<file path="src/mmc_pkg.sv">
package mmc_pkg;
	// Register byte addresses: base config word, its clear, set and invert aliases, PHY address and status
	localparam logic [7:0] ADDR_CFG = 8'h00;
	localparam logic [7:0] ADDR_CLR = 8'h04;
	localparam logic [7:0] ADDR_SET = 8'h08;
	localparam logic [7:0] ADDR_INV = 8'h0C;
	localparam logic [7:0] ADDR_PHY = 8'h10;
	localparam logic [7:0] ADDR_STS = 8'h14;
	// Field positions in the configuration word
	localparam int BIT_RST = 15;
	localparam int BIT_SEL_HI = 5;
	localparam int BIT_SEL_LO = 2;
	localparam int BIT_SUPPRESS_PREAMBLE = 1;
	localparam int BIT_SCAN = 0;
	// Writable bit mask and reset value
	localparam logic [15:0] CFG_MASK = 16'h803F;
	localparam logic [15:0] CFG_RESET = 16'h0020;
	localparam logic [4:0] PHY_FIRST = 5'h01;
	localparam logic [4:0] PHY_RESET = 5'h01;
	// Divider select codes
	localparam logic [3:0] SEL_D6 = 4'h2;
	localparam logic [3:0] SEL_D8 = 4'h3;
	localparam logic [3:0] SEL_D10 = 4'h4;
	localparam logic [3:0] SEL_D14 = 4'h5;
	localparam logic [3:0] SEL_D20 = 4'h6;
	localparam logic [3:0] SEL_D28 = 4'h7;
	localparam logic [3:0] SEL_D40 = 4'h8;
	localparam logic [3:0] SEL_D48 = 4'h9;
	localparam logic [3:0] SEL_D50 = 4'hA;
	// Half periods of the management clock, in bus clock cycles
	localparam logic [4:0] HALF_D4 = 5'h02;
	localparam logic [4:0] HALF_D6 = 5'h03;
	localparam logic [4:0] HALF_D8 = 5'h04;
	localparam logic [4:0] HALF_D10 = 5'h05;
	localparam logic [4:0] HALF_D14 = 5'h07;
	localparam logic [4:0] HALF_D20 = 5'h0A;
	localparam logic [4:0] HALF_D28 = 5'h0E;
	localparam logic [4:0] HALF_D40 = 5'h14;
	localparam logic [4:0] HALF_D48 = 5'h18;
	localparam logic [4:0] HALF_D50 = 5'h19;
	// Frame length: 32 preamble bits plus 32 frame bits
	localparam logic [6:0] PRE_BITS = 7'h20;
	localparam logic [6:0] FRAME_BITS = 7'h20;
	// Read frame fields: start and read opcode, scanned register, turnaround, data
	localparam logic [3:0] FRAME_HEAD = 4'h6;
	localparam logic [4:0] SCAN_REG = 5'h01;
	localparam logic [1:0] TA_IDLE = 2'h3;
	localparam logic [15:0] DATA_IDLE = 16'hFFFF;
	// Bit counts in the frame: last driven bit and data field length
	localparam logic [6:0] OE_LAST_CNT = 7'h12;
	localparam logic [6:0] DATA_BITS = 7'h10;
	typedef enum logic [1:0] {
		MMC_IDLE = 2'b00,
		MMC_PRE = 2'b01,
		MMC_FRAME = 2'b10
	} mmc_state_t;
endpackage : mmc_pkg

</file>
<file path="src/mmc_clkdiv.sv">
`timescale 1ns/10ps
`default_nettype none
module mmc_clkdiv (
	// Clock and reset
	input wire logic pclk,
	input wire logic presetn,
	input wire logic soft_rst,
	// Half period in bus clock cycles
	input wire logic [4:0] half,
	// Management clock level and edge enables
	output logic mdc,
	output logic rise_en,
	output logic fall_en
);
	logic [4:0] cnt;
	wire last = (cnt >= half - 5'h01);
	// Half-period counter toggling the management clock
	always_ff @(posedge pclk or negedge presetn) begin
		if (!presetn) begin
			cnt <= 5'h00;
			mdc <= 1'b0;
			rise_en <= 1'b0;
			fall_en <= 1'b0;
		end else if (soft_rst) begin
			cnt <= 5'h00;
			mdc <= 1'b0;
			rise_en <= 1'b0;
			fall_en <= 1'b0;
		end else begin
			cnt <= last ? 5'h00 : cnt + 5'h01;
			mdc <= last ? ~mdc : mdc;
			rise_en <= last & ~mdc;
			fall_en <= last & mdc;
		end
	end
endmodule : mmc_clkdiv
`default_nettype wire

</file>
<file path="src/mmc_top.sv">
// Summary of operation
// (RULE_01) Soft-reset bit high holds the management engine and divider in reset.
// (RULE_02) Select codes 000x, 0010, 0011 divide the bus clock by 4, 6, 8.
// (RULE_03) Codes 0100 to 0111 divide by 10, 14, 20, 28.
// (RULE_04) Codes 1000, 1001, 1010 divide by 40, 48, 50.
// (RULE_05) Software programs only the listed select codes; others are undefined.
// (RULE_06) Software keeps the management clock at 2.5 MHz unless PHY allows 12.5.
// (RULE_07) Suppress-preamble bit set drops the 32-bit preamble from every cycle.
// (RULE_08) Scan-increment set steps PHY address from 1 to programmed address.
// (RULE_09) Halfword and word accesses work, including aliases; byte accesses ignored.
// (RULE_10) Unimplemented configuration bits, including 31 to 16, read as zero.
// (RULE_11) Scanning wraps from the upper address back to 1 until disabled.
// (RULE_12) Select field resets to 1000, divide by 40.
`timescale 1ns/10ps
`default_nettype none
module mmc_top (
	// APB clock and reset
	input wire logic pclk,
	input wire logic presetn,
	// APB slave
	input wire logic psel,
	input wire logic penable,
	input wire logic pwrite,
	input wire logic [7:0] paddr,
	input wire logic [31:0] pwdata,
	input wire logic [3:0] pstrb,
	output logic [31:0] prdata,
	output logic pready,
	output logic pslverr,
	// Scan control
	input wire logic scan_enable,
	// Management link
	output logic mdc,
	output logic mdio_out,
	output logic mdio_oe,
	input wire logic mdio_in,
	// Status
	output logic [4:0] scan_phy,
	output logic [15:0] read_data,
	output logic read_valid
);
	import mmc_pkg::*;

	logic [15:0] cfg;
	logic [4:0] target_phy_address;
	logic [15:0] next_cfg;
	mmc_state_t state;
	logic [6:0] bit_cnt;
	logic [31:0] shreg;
	logic [15:0] rx;
	logic [2:0] mdio_sync;
	logic scan_en_q;
	logic [4:0] half;
	logic mdc_i;
	logic rise_en;
	logic fall_en;
	logic mdio_s;

	// Bus decode
	wire access = psel & penable;
	wire wr = access & pwrite;
	wire strb_ok = (pstrb == 4'b0011) | (pstrb == 4'b1100) | (pstrb == 4'b1111);
	wire wr_ok = wr & strb_ok; // [RULE_09]
	wire hit_cfg = (paddr == ADDR_CFG);
	wire hit_clr = (paddr == ADDR_CLR);
	wire hit_set = (paddr == ADDR_SET);
	wire hit_inv = (paddr == ADDR_INV);
	wire hit_phy = (paddr == ADDR_PHY);
	wire hit_sts = (paddr == ADDR_STS);
	wire hit_any = hit_cfg | hit_clr | hit_set | hit_inv | hit_phy | hit_sts;
	wire [15:0] wlo = pstrb[0] ? pwdata[15:0] : 16'h0000;
	wire [15:0] wv = wlo & CFG_MASK; // [RULE_10]
	wire soft_rst = cfg[BIT_RST]; // [RULE_01]
	wire [3:0] sel = cfg[BIT_SEL_HI:BIT_SEL_LO];
	wire suppress_preamble = cfg[BIT_SUPPRESS_PREAMBLE];
	wire scan_inc = cfg[BIT_SCAN];

	// Alias write selection: plain, clear, set, invert
	always_comb begin
		next_cfg = cfg;
		if (wr_ok & pstrb[0]) begin
			if (hit_cfg) begin
				next_cfg = wv;
			end else if (hit_clr) begin
				next_cfg = cfg & ~wv;
			end else if (hit_set) begin
				next_cfg = cfg | wv;
			end else if (hit_inv) begin
				next_cfg = cfg ^ wv;
			end
		end
	end

	// Divider half period from the select code
	always_comb begin
		case (sel)
			SEL_D6: half = HALF_D6; // [RULE_02]
			SEL_D8: half = HALF_D8; // [RULE_02]
			SEL_D10: half = HALF_D10; // [RULE_03]
			SEL_D14: half = HALF_D14; // [RULE_03]
			SEL_D20: half = HALF_D20; // [RULE_03]
			SEL_D28: half = HALF_D28; // [RULE_03]
			SEL_D40: half = HALF_D40; // [RULE_04]
			SEL_D48: half = HALF_D48; // [RULE_04]
			SEL_D50: half = HALF_D50; // [RULE_04]
			default: half = HALF_D4; // [RULE_02]
		endcase
	end

	// Configuration and PHY address registers
	always_ff @(posedge pclk or negedge presetn) begin
		if (!presetn) begin
			cfg <= CFG_RESET; // [RULE_12]
			target_phy_address <= PHY_RESET;
		end else begin
			cfg <= next_cfg; // [RULE_09]
			if (wr_ok & pstrb[0] & hit_phy) begin
				target_phy_address <= pwdata[4:0];
			end
		end
	end

	// APB answer: one wait-free access phase, error on unmapped address
	always_ff @(posedge pclk or negedge presetn) begin
		if (!presetn) begin
			prdata <= 32'h0000_0000;
			pready <= 1'b0;
			pslverr <= 1'b0;
		end else begin
			pready <= psel & ~penable;
			pslverr <= psel & ~penable & ~hit_any;
			if (psel & ~penable & ~pwrite) begin
				if (hit_phy) begin
					prdata <= {27'h000_0000, target_phy_address};
				end else if (hit_sts) begin
					prdata <= {11'h000, scan_phy, read_data};
				end else if (hit_cfg) begin
					prdata <= {16'h0000, cfg}; // [RULE_10]
				end else begin
					prdata <= 32'h0000_0000;
				end
			end
		end
	end

	// Management clock divider
	mmc_clkdiv u_div (
		.pclk(pclk),
		.presetn(presetn),
		.soft_rst(soft_rst),
		.half(half),
		.mdc(mdc_i),
		.rise_en(rise_en),
		.fall_en(fall_en)
	);

	// Pin and scan input synchronisers
	always_ff @(posedge pclk or negedge presetn) begin
		if (!presetn) begin
			mdio_sync <= 3'b000;
			mdio_s <= 1'b0;
			scan_en_q <= 1'b0;
		end else begin
			mdio_sync <= {mdio_sync[1:0], mdio_in};
			scan_en_q <= scan_enable;
			// Take a new level only once the last two stages agree
			if (mdio_sync[1] == mdio_sync[2]) begin
				mdio_s <= mdio_sync[2];
			end
		end
	end
	// Input filter costs four bus cycles, so the fastest dividers leave little margin

	// Read frame: start, read op, PHY address, scanned register, turnaround
	wire [31:0] frame = {FRAME_HEAD, scan_phy, SCAN_REG, TA_IDLE, DATA_IDLE};

	// Scanning read engine
	always_ff @(posedge pclk or negedge presetn) begin
		if (!presetn) begin
			state <= MMC_IDLE;
			bit_cnt <= 7'h00;
			shreg <= 32'h0000_0000;
			rx <= 16'h0000;
			scan_phy <= PHY_FIRST;
			read_data <= 16'h0000;
			read_valid <= 1'b0;
			mdio_out <= 1'b1;
			mdio_oe <= 1'b0;
			mdc <= 1'b0;
		end else if (soft_rst) begin
			state <= MMC_IDLE; // [RULE_01]
			bit_cnt <= 7'h00;
			scan_phy <= PHY_FIRST;
			read_valid <= 1'b0;
			mdio_out <= 1'b1;
			mdio_oe <= 1'b0;
			mdc <= 1'b0;
		end else begin
			mdc <= mdc_i;
			read_valid <= 1'b0;
			case (state)
				MMC_IDLE: begin
					mdio_oe <= 1'b0;
					if (scan_en_q & fall_en) begin
						mdio_oe <= 1'b1;
						if (suppress_preamble) begin
							// First frame bit goes out at once, no preamble
							mdio_out <= frame[31];
							shreg <= {frame[30:0], 1'b0};
							bit_cnt <= FRAME_BITS - 7'h01; // [RULE_07]
							state <= MMC_FRAME;
						end else begin
							// This edge drives the first of the preamble ones
							mdio_out <= 1'b1;
							shreg <= frame;
							bit_cnt <= FRAME_BITS + PRE_BITS - 7'h01; // [RULE_07]
							state <= MMC_PRE;
						end
					end
				end
				MMC_PRE: begin
					if (fall_en) begin
						bit_cnt <= bit_cnt - 7'h01;
						if (bit_cnt == FRAME_BITS + 7'h01) begin
							state <= MMC_FRAME;
						end
					end
				end
				MMC_FRAME: begin
					if (fall_en) begin
						mdio_out <= shreg[31];
						shreg <= {shreg[30:0], 1'b0};
						mdio_oe <= (bit_cnt > OE_LAST_CNT);
						bit_cnt <= bit_cnt - 7'h01;
					end
					if (rise_en & (bit_cnt < DATA_BITS)) begin
						rx <= {rx[14:0], mdio_s};
					end
					// Last data bit joins the word in the same edge
					if (rise_en & (bit_cnt == 7'h00)) begin
						read_data <= {rx[14:0], mdio_s};
						read_valid <= 1'b1;
						state <= MMC_IDLE;
						if (scan_inc & (scan_phy < target_phy_address)) begin
							scan_phy <= scan_phy + 5'h01; // [RULE_08]
						end else begin
							scan_phy <= PHY_FIRST; // [RULE_11]
						end
					end
				end
				default: state <= MMC_IDLE;
			endcase
		end
	end
endmodule : mmc_top
`default_nettype wire

</file>
<file path="config.mk">
export PLATFORM = sky130hd
export DESIGN_NAME = mmc_top
export DESIGN_NICKNAME = d
export VERILOG_FILES = /design/src/mmc_pkg.sv /design/src/mmc_clkdiv.sv /design/src/mmc_top.sv
export SDC_FILE = /design/constraint.sdc
export NUM_CORES = 1
export LEC_CHECK = 0
export BUFFER_PORTS_ARGS = -buffer_cell sky130_fd_sc_hd__buf_2
export CAP_MARGIN = 20
export CELL_PAD_IN_SITES_DETAIL_PLACEMENT = 0
export CELL_PAD_IN_SITES_GLOBAL_PLACEMENT = 1
export CORE_ASPECT_RATIO = 0.7
export CORE_UTILIZATION = 45
export DETAILED_ROUTE_END_ITERATION = 7
export PLACE_DENSITY_LB_ADDON = 0.1
export SYNTH_ARGS = -nofsm -noshare
export SYNTH_HDL_FRONTEND = slang
export SYNTH_SLANG_ARGS = --single-unit
</file>
<file path="constraint.sdc">
create_clock -name pclk -period 3.8 [get_ports pclk]
set_input_delay 0.19 -clock pclk [delete_from_list [all_inputs] [get_ports pclk]]
set_output_delay 0.19 -clock pclk [all_outputs]
set_load 0.02 [all_outputs]
</file>
# Yosys cells after proc, flatten, opt, wreduce, memory -nomap -nowiden
# Memory sizes are Yosys's and may differ from the RTL's.
# Index checks and enable logic that the tools add are counted.
# W data, S select, Z words.
# classes
n_addsub,4
bitwise,30
n_lt_le_gt_ge,4
mux,47
reduce_logical,20
eq_ne,20
# ops
cell,n
$mux W16,6
$mux W32,3
$pmux W32 S2,1
$mux W21,2
$mux W5,6
$mux W7,3
$and A16 B16 Y16,1
$eq A8 B4 Y1 const B,2
$eq A8 B5 Y1 const B,2
$not A16 Y16,1
$or A16 B16 Y16,1
$xor A16 B16 Y16,1
$mux W1,15
$and A1 B1 Y1,14
$pmux W7 S2,1
$mux W2,6
$reduce_and A3 Y1,4
$add A5 B1 Y5 const B,2
$ne A3 B3 Y1 const B,3
$eq A4 B4 Y1 const B,2
$eq A8 B3 Y1 const B,1
$logic_not A8 Y1,1
$reduce_and A4 Y1,2
$reduce_bool A2 Y1,4
other kinds (26),41
# word_totals
regBits,149
romBits,80
in_bits,51
mem_count,1
# mem_list
memory,words,word_bits,rd,rd_ports_with_merged_regs,write_ports,line_no,source
(no name shown),16,5,1,0,0,mmc_top.sv:96,case (sel)

# Longest topological paths before layout
# Gate-level depths: netlist of run 1.
# depth
word_depth,8
depth_mapped,13
mapped_depth_nobuf,13

# Modules after synthesis
# Synthesis of run 1 repeated with hierarchy kept, for this count alone.
# hier_totals
hier_cells,636
area_unflattened_um2,6706.4
# by_module_without_submodules
mod,area_each_um2,n_inst,cells_each
mmc_top,6162.2,1,585
mmc_clkdiv,544.3,1,51

# Least setup slack after synthesis of run 1
# No wires, ideal clock.
# synth_timing
path_type,register -> register
from,register cfg[3]
to,register u_div.mdc
arrival_time_ns,2.670
setup_ns,0.067
path_stages_with_launch,13
setup_slack_ns,1.063
cell_sequence,dfrtp_1 > ha_1 > nor2b_1 > a21oi_1 > o21ai_0 > ha_1 > inv_1 > nor3_1 > xnor2_1 > ha_1 > or4b_2 > o21ai_0 > a311o_1
# synth_via
elab_chain_cells,4
# synth_lines
element,line_no,source
from (decl),mmc_top.sv:44,logic [15:0] cfg;
from (signal assigned),mmc_top.sv:116,cfg <= next_cfg;
$mem_v2 Z16 W5,n/a,
$sub A5 B1 Y5,mmc_clkdiv.sv:16,wire last = (cnt >= half - 5'h01);
$ge A5 B5 Y1,mmc_clkdiv.sv:16,
$reduce_bool A2 Y1 (no source line),n/a,
to (signal assigned),mmc_clkdiv.sv:31,mdc <= last ? ~mdc : mdc;
to (decl),mmc_clkdiv.sv:11,"output logic mdc,"
# Every way passes these cells.
# A chain may end at the register's enable or synchronous reset.

# Worst setup path after layout of run 1
# layout_timing
from,register cfg[2]
to,register u_div.mdc
# Same word-level chain as after synthesis.

==> flow_summary.json, run 1 <==
{
  "outcome": "finished clean",
  "worst_ep_arrival_time_ns": 3.45,
  "viasPerCell": 5.46,
  "power.density_nw_per_um2": 539,
  "fill_cells": 1250,
  "final_layout_size_suffix_gt1_share_pct": 25.2,
  "overflow": 0,
  "cap_violations": 0,
  "min_period_over_period_pct": 81.6,
  "rsz0062_at_grt": "no",
  "netlist_area_um2": 6470,
  "cp.depth": 13,
  "worst_hold_path.num_cells": 3,
  "r2r-end": "u_div.mdc$_DFFE_PN0P_",
  "fin_util_pct": 53.9,
  "grt_pass1_vias": 4452,
  "slowest_stage": "or4b_2",
  "timing.final.crit_period_ns": 3.10,
  "ant_nets": 0,
  "vdd_drop_max_mv": 0.317,
  "drt_iter0_markers": 215,
  "dp_hpwl_mm": 9.54,
  "ios": 110,
  "total_leakage_power_nw": 3.50,
  "vias": 4654,
  "relSlewSlack_pct": 40.3,
  "tns_ns": 0,
  "hold_ws_ns": 0.0176,
  "place.gp.congestion": 0.779,
  "synth_cell_types": 65,
  "whs_endpoint": "target_phy_address[2]$_DFFE_PN0P_",
  "core_um2": 14000,
  "drc": 0,
  "clk_pin_slew_worst_paths_ns": 0.07,
  "antenna_found_initial": 0,
  "fin_worst_skew_ns": 0.0169,
  "grt_pass1_wl_mm": 23.6,
  "min_from": "pwdata[2]",
  "placed_cell_area_um2": 6910,
  "cts_setup_buffers": 0,
  "finalWirelength_mm": 14.2,
  "dieArea_um2": 14900,
  "wl_per_cell_um": 16.7,
  "r2r-start": "cfg[2]$_DFFE_PN0P_",
  "crit_path_max_incr_delay_ns": 0.64,
  "crit_family": "simple AND/OR/NAND/NOR gates",
  "clock_sinks": 129,
  "grt_usage_pct": 20.2,
  "worst_slew_pin_slew_ns": 0.896,
  "cts_buffers": 17,
  "reg2reg_depth": 13,
  "instances_no_fill": 853,
  "drt_pre_antenna_iters": 4,
  "grt_max_degree": 130,
  "cts_root_buf": "clkbuf_16",
  "cp.required_ns": 4.14,
  "rrSetupSlack_ns": 0.70,
  "ys_warn_count": 0,
  "clock_latency_ns": 0.42,
  "port_buffers": 73,
  "antenna_cells": 0,
  "synth_cells": 578,
  "path_cells": "inv_1 > ha_1 > mux2i_1 > nor2_1 > nor2_1 > ha_1 > inv_1 > nor3_1 > xnor2_1 > ha_1 > or4b_2 > o21ai_0 > a311o_1",
  "htreeDepth": 4,
  "cp-start-kind": "flop",
  "die_w_um": 145,
  "syn2layout_area_growth_pct": 16.3,
  "cts_tree": "done",
  "cpMostUsedCell": "ha_1",
  "critPathCaptureType": "flop",
  "cts_buffer_depth": 2,
  "max_freq_mhz": 322,
  "rows": 36,
  "die_y_um": 102,
  "setup_viol": 0,
  "crit_buf_inv": 2,
  "synth_area_per_cell_um2": 11.2,
  "hp-class": "primary input to flop",
  "crit_type": "flop to flop",
  "nets": 738,
  "critPathMaxFanout": 7,
  "ys_seq_area_share_pct": 50.0,
  "stdcell_area_um2": 7530,
  "placedCellCount": 816,
  "slew_viol_final": 0,
  "ys_ff_latch": 129,
  "synthFlopType": "dfrtp_1",
  "initial_core_util_pct": 46.3,
  "synth_edf_count": 0,
  "async_flop_share_pct": 100,
  "hold_viol": 0
}
[cell usage after synthesis (all sizes together), types with 6 or more instances]
| cell type | instances | area [µm²] |
|---|---|---|
| o21ai | 37 | 185 |
| nor2 | 32 | 135 |
| a221o | 8 | 80.1 |
| and3 | 6 | 37.5 |
| a22o | 21 | 184 |
| buf | 31 | 226 |
| mux2i | 7 | 70.1 |
| nand3 | 12 | 60.1 |
| a21oi | 21 | 109 |
| nor3 | 12 | 65.1 |
| clkbuf | 10 | 37.5 |
| nand2 | 49 | 186 |
| ha | 37 | 463 |
| dfrtp | 125 | 3130 |
| nor2b | 8 | 57.6 |
| mux2 | 35 | 394 |
| inv | 24 | 90.1 |
| o22a | 19 | 166 |
[final cells by class]
| class | instances | area [µm²] | area share (%) |
|---|---|---|---|
| clock inverter | 15 | 140 | 1.86 |
| inverter | 24 | 90.1 | 1.20 |
| sequential | 129 | 3230 | 43.0 |
| multi-input combinational | 394 | 2920 | 38.9 |
| timing repair buffer | 84 | 475 | 6.32 |
| tap | 190 | 238 | 3.16 |
| clock buffer | 17 | 425 | 5.65 |
[per-stage QoR]
step	setup slack [ns]	power, mW
2_1_floorplan	1.06	2.31
3_3_place_gp	0.800	2.48
6_report	0.698	4.05
5_1_grt	0.420	4.28
4_1_cts	0.702	4.09
3_5_place_dp	0.733	2.51
[power by group]
group	total [mW]	internal (mW)	switching, mW
registers	1.63	1.50	0.128
logic	0.857	0.342	0.515
clock network	1.56	0.869	0.694
[worst max path at each step]
stage                        from                    end  slack, ns
2_1_floorplan  cfg[3]$_DFFE_PN0P_  u_div.mdc$_DFFE_PN0P_       1.06
3_3_place_gp   cfg[3]$_DFFE_PN0P_  u_div.mdc$_DFFE_PN0P_       0.80
3_5_place_dp   cfg[2]$_DFFE_PN0P_  u_div.mdc$_DFFE_PN0P_       0.73
4_1_cts        cfg[3]$_DFFE_PN0P_  u_div.mdc$_DFFE_PN0P_       0.70
5_1_grt        cfg[2]$_DFFE_PN0P_  u_div.mdc$_DFFE_PN0P_       0.42
6_report       cfg[2]$_DFFE_PN0P_  u_div.mdc$_DFFE_PN0P_       0.70
[sequential cells by signal, indices dropped and copies added (netlist names), 7 cells and up]
| name | count |
|---|---|
| shreg | 32 |
| prdata | 21 |
| read_data | 16 |
| rx | 15 |
| bit_cnt | 7 |
| cfg | 7 |
[worst register-to-register path: cells and delay by family, from the launching register on]
kind,cells,cell delay (ns)
AND/OR/NAND/NOR,4,1.11
XOR/XNOR,1,0.18
multiplexers,1,0.12
buffers and inverters,2,0.19
adder cells (fa/ha/maj),3,0.74
flip-flops,1,0.46
AO/OA/AOI/OAI,2,0.23
[timing repair]
item                                   in CTS  in global routing
setup endpoints to repair                   0                  0
endpoints found under the hold margin     129                  0
gates resized for setup                     0                  0
hold buffers                                5                  0
[cells by family after synthesis]
kind of cell,share of synthesized area [%]
buffers and inverters,5.47
DFF,50.0
muxes,7.18
and+or+nand+nor,12.5
other,0.0580
AOI/OAI and AO/OA,16.3
xor gates and xnor gates,1.22
adders and majority gates,7.31
[routing by layer]
layer,vias to the layer above,routed length [µm],global-route usage (%)
met4,0,78,5.43
met3,7,577,4.46
met2,104,6100,29.5
met5,-,0,0
met1,2325,7450,30.2
li1,2218,-,-
[cell usage in the layout, fill, tap and decap left out, drive strengths merged, types with 5 or more instances in the layout]
cell type    synthesis  routed
a21oi               21      21
a221o                8       8
a22o                21      21
a22oi                5       5
and3                 6       6
buf                 31      79
clkbuf              10      17
conb                 1      11
dfrtp              125     125
dlygate4sd3          0       5
ha                  37      37
inv                 24      34
mux2                35      35
mux2i                7       7
nand2               49      49
nand2b               5       5
nand3               12      12
nand3b               5       5
nor2                32      32
nor2b                8       8
nor3                12      12
nor4                 5       5
o21ai               37      37
o22a                19      19
xor2                 5       5
(Power assumes the default switching activity.)
==> run 2, diff against run 1 <==
Settings changed: CORE_UTILIZATION 45 to 40.
Clock period 3.8 ns to 2.55 ns, I/O delays scaled along.
==> run 2 against run 1 <==
Core utilization shrank 3.7 points. Die area increased by 12%. Largest cell class unchanged. Sequential share of layout area decreased by 1.8 points. Combinational power up 66%. Clock skew fell by 0.0050 ns. First-iteration DRC count is 6.0% higher. The flow now finishes with violations (negative setup slack). Sequential power rose by 48%. Cell area increased by 4.4%. Power up 52%. Critical endpoint unchanged. Clock power rose by 49%.
==> flow_summary.json, run 2 (same netlist as run 1, synthesis figures left out) <==
{
  "rsz0062_at_grt": "yes",
  "rrSetupSlack_ns": -0.15,
  "htreeDepth": 4,
  "dieArea_um2": 16700,
  "grt_pass1_vias": 4823,
  "grt_max_degree": 50,
  "viasPerCell": 5.26,
  "critPathCaptureType": "flop",
  "cts_buffers": 17,
  "crit_path_start": "cfg[3]$_DFFE_PN0P_",
  "ios": 110,
  "cp-start-kind": "flop",
  "worst_slew_pin_slew_ns": 0.638,
  "min_period_over_period_pct": 106,
  "cts_buffer_depth": 2,
  "endpoint": "u_div.mdc$_DFFE_PN0P_",
  "max_freq_mhz": 370,
  "rows": 38,
  "outcome": "finished, violations left",
  "antenna_cells": 0,
  "antenna_found_initial": 0,
  "grt_usage_pct": 19.2,
  "cts_tree": "done",
  "cap_violations": 0,
  "tns_ns": -0.568,
  "die_y_um": 108,
  "power.density_nw_per_um2": 785,
  "cp.required_ns": 2.85,
  "core_um2": 15600,
  "top_register": "shreg",
  "slew_viol_final": 0,
  "r2r-start": "cfg[3]$_DFFE_PN0P_",
  "cts_root_buf": "clkbuf_16",
  "critPathMaxFanout": 7,
  "final_layout_size_suffix_gt1_share_pct": 29.9,
  "initial_core_util_pct": 41.4,
  "violations": "negative setup slack",
  "worst_ep_arrival_time_ns": 3.01,
  "min_from": "paddr[0]",
  "crit_buf_inv": 0,
  "ant_nets": 0,
  "grt_pass1_wl_mm": 24.9,
  "drt_pre_antenna_iters": 4,
  "die_w_um": 154,
  "hp-class": "primary input to flop",
  "placedCellCount": 850,
  "final_common_cell": "dfrtp_1",
  "largest_reg_flops": 32,
  "crit_path_max_incr_delay_ns": 0.48,
  "syn2layout_area_growth_pct": 21.5,
  "finalWirelength_mm": 14.7,
  "dp_hpwl_mm": 10.3,
  "vdd_drop_max_mv": 0.467,
  "layout_common_cells": "123 x dfrtp_1, 72 x buf_2, 48 x nand2_1, 35 x buf_4",
  "fin_worst_skew_ns": 0.0119,
  "clock_sinks": 129,
  "placed_cell_area_um2": 7120,
  "relSlewSlack_pct": 57.5,
  "place.gp.congestion": 0.773,
  "nets": 772,
  "setup_slack_ns": -0.154,
  "crit_type": "flop to flop",
  "reg2reg_depth": 11,
  "timing.final.crit_period_ns": 2.70,
  "vias": 4710,
  "crit_family": "compound AO/OA/AOI/OAI gates",
  "total_leakage_power_nw": 3.67,
  "clock_latency_ns": 0.42,
  "path_cells": "ha_2 > nor2b_1 > a21oi_1 > o21ai_1 > or4b_4 > xor2_1 > ha_1 > a21oi_2 > o21a_2 > nor4_1 > a311o_1",
  "stdcell_area_um2": 7860,
  "place_ws_ns": -0.190,
  "port_buffers": 73,
  "drt_iter0_markers": 228,
  "overflow": 0,
  "cp.depth": 11,
  "drc": 0,
  "clk_pin_slew_worst_paths_ns": 0.06,
  "wl_per_cell_um": 16.4,
  "fill_cells": 1395,
  "slowest_stage": "or4b_4",
  "largest_registers": "shreg: 32 flops, prdata: 21 flops, read_data: 16 flops",
  "worst_hold_path.num_cells": 4,
  "setup_viol": 8,
  "r2r-end": "u_div.mdc$_DFFE_PN0P_",
  "instances_no_fill": 896,
  "hold_viol": 0
}
run 2: power breakdown:
group / leakage [nW] / switching [mW] / internal [mW] / total [mW]
clock network: 0.271 / 0.917 / 1.41 / 2.33
registers: 1.61 / 0.171 / 2.24 / 2.42
logic: 1.79 / 0.818 / 0.605 / 1.42
run 2: tightest hold or removal path: stages:
cell	delay, ns
buf_2	0.09
nor2_1	0.06
o21ai_0	0.07
and2_1	0.12
run 2: timing repair:
action                     4_1_cts  5_1_grt
setup endpoints to repair        8        8
gates cloned                     0        0
gates resized for setup          5        4
hold endpoints to repair        54        0
setup buffers                    4        1
hold buffers                    10        0
pin swaps                        3        2
run 2: per-stage QoR:
stage               utilization (%)  hold WS [ns]  total power [mW]
floorplan                         -        -0.168              3.46
global placement               45.5         0.181              3.77
detailed placement             45.5         0.186              3.82
CTS                            50.1        0.0721              6.21
global route                   50.2         0.116              6.53
finish                         50.2        0.0809              6.17
run 2: area by class of cell:
class | instances | area (µm²) | share of cell area, %
sequential | 129 | 3240 | 41.2
clock buffer | 20 | 467 | 5.94
clock inverter | 11 | 105 | 1.34
tap | 200 | 250 | 3.18
inverter | 24 | 90.1 | 1.15
timing repair buffer | 118 | 743 | 9.46
multi-input combinational | 394 | 2970 | 37.8
run 2: routing by layer:
layer / track usage, % / share of wire (%) / vias to the layer above
met5: 0 / 0 / -
met4: 6.71 / 1.1 / 0
met3: 5.13 / 4.9 / 17
met2: 28.7 / 42 / 93
met1: 26.9 / 52 / 2316
li1: - / - / 2284
run 2: worst min path at each step:
stage                             endpoint  slack [ns]
floorplan           bit_cnt[0]$_DFFE_PN0P_       -0.17
global placement    bit_cnt[0]$_DFFE_PN0P_        0.18
detailed placement  u_div.cnt[1]$_DFF_PN0_        0.19
CTS                      pslverr$_DFF_PN0_        0.07
global route             pslverr$_DFF_PN0_        0.12
finish                   pslverr$_DFF_PN0_        0.08
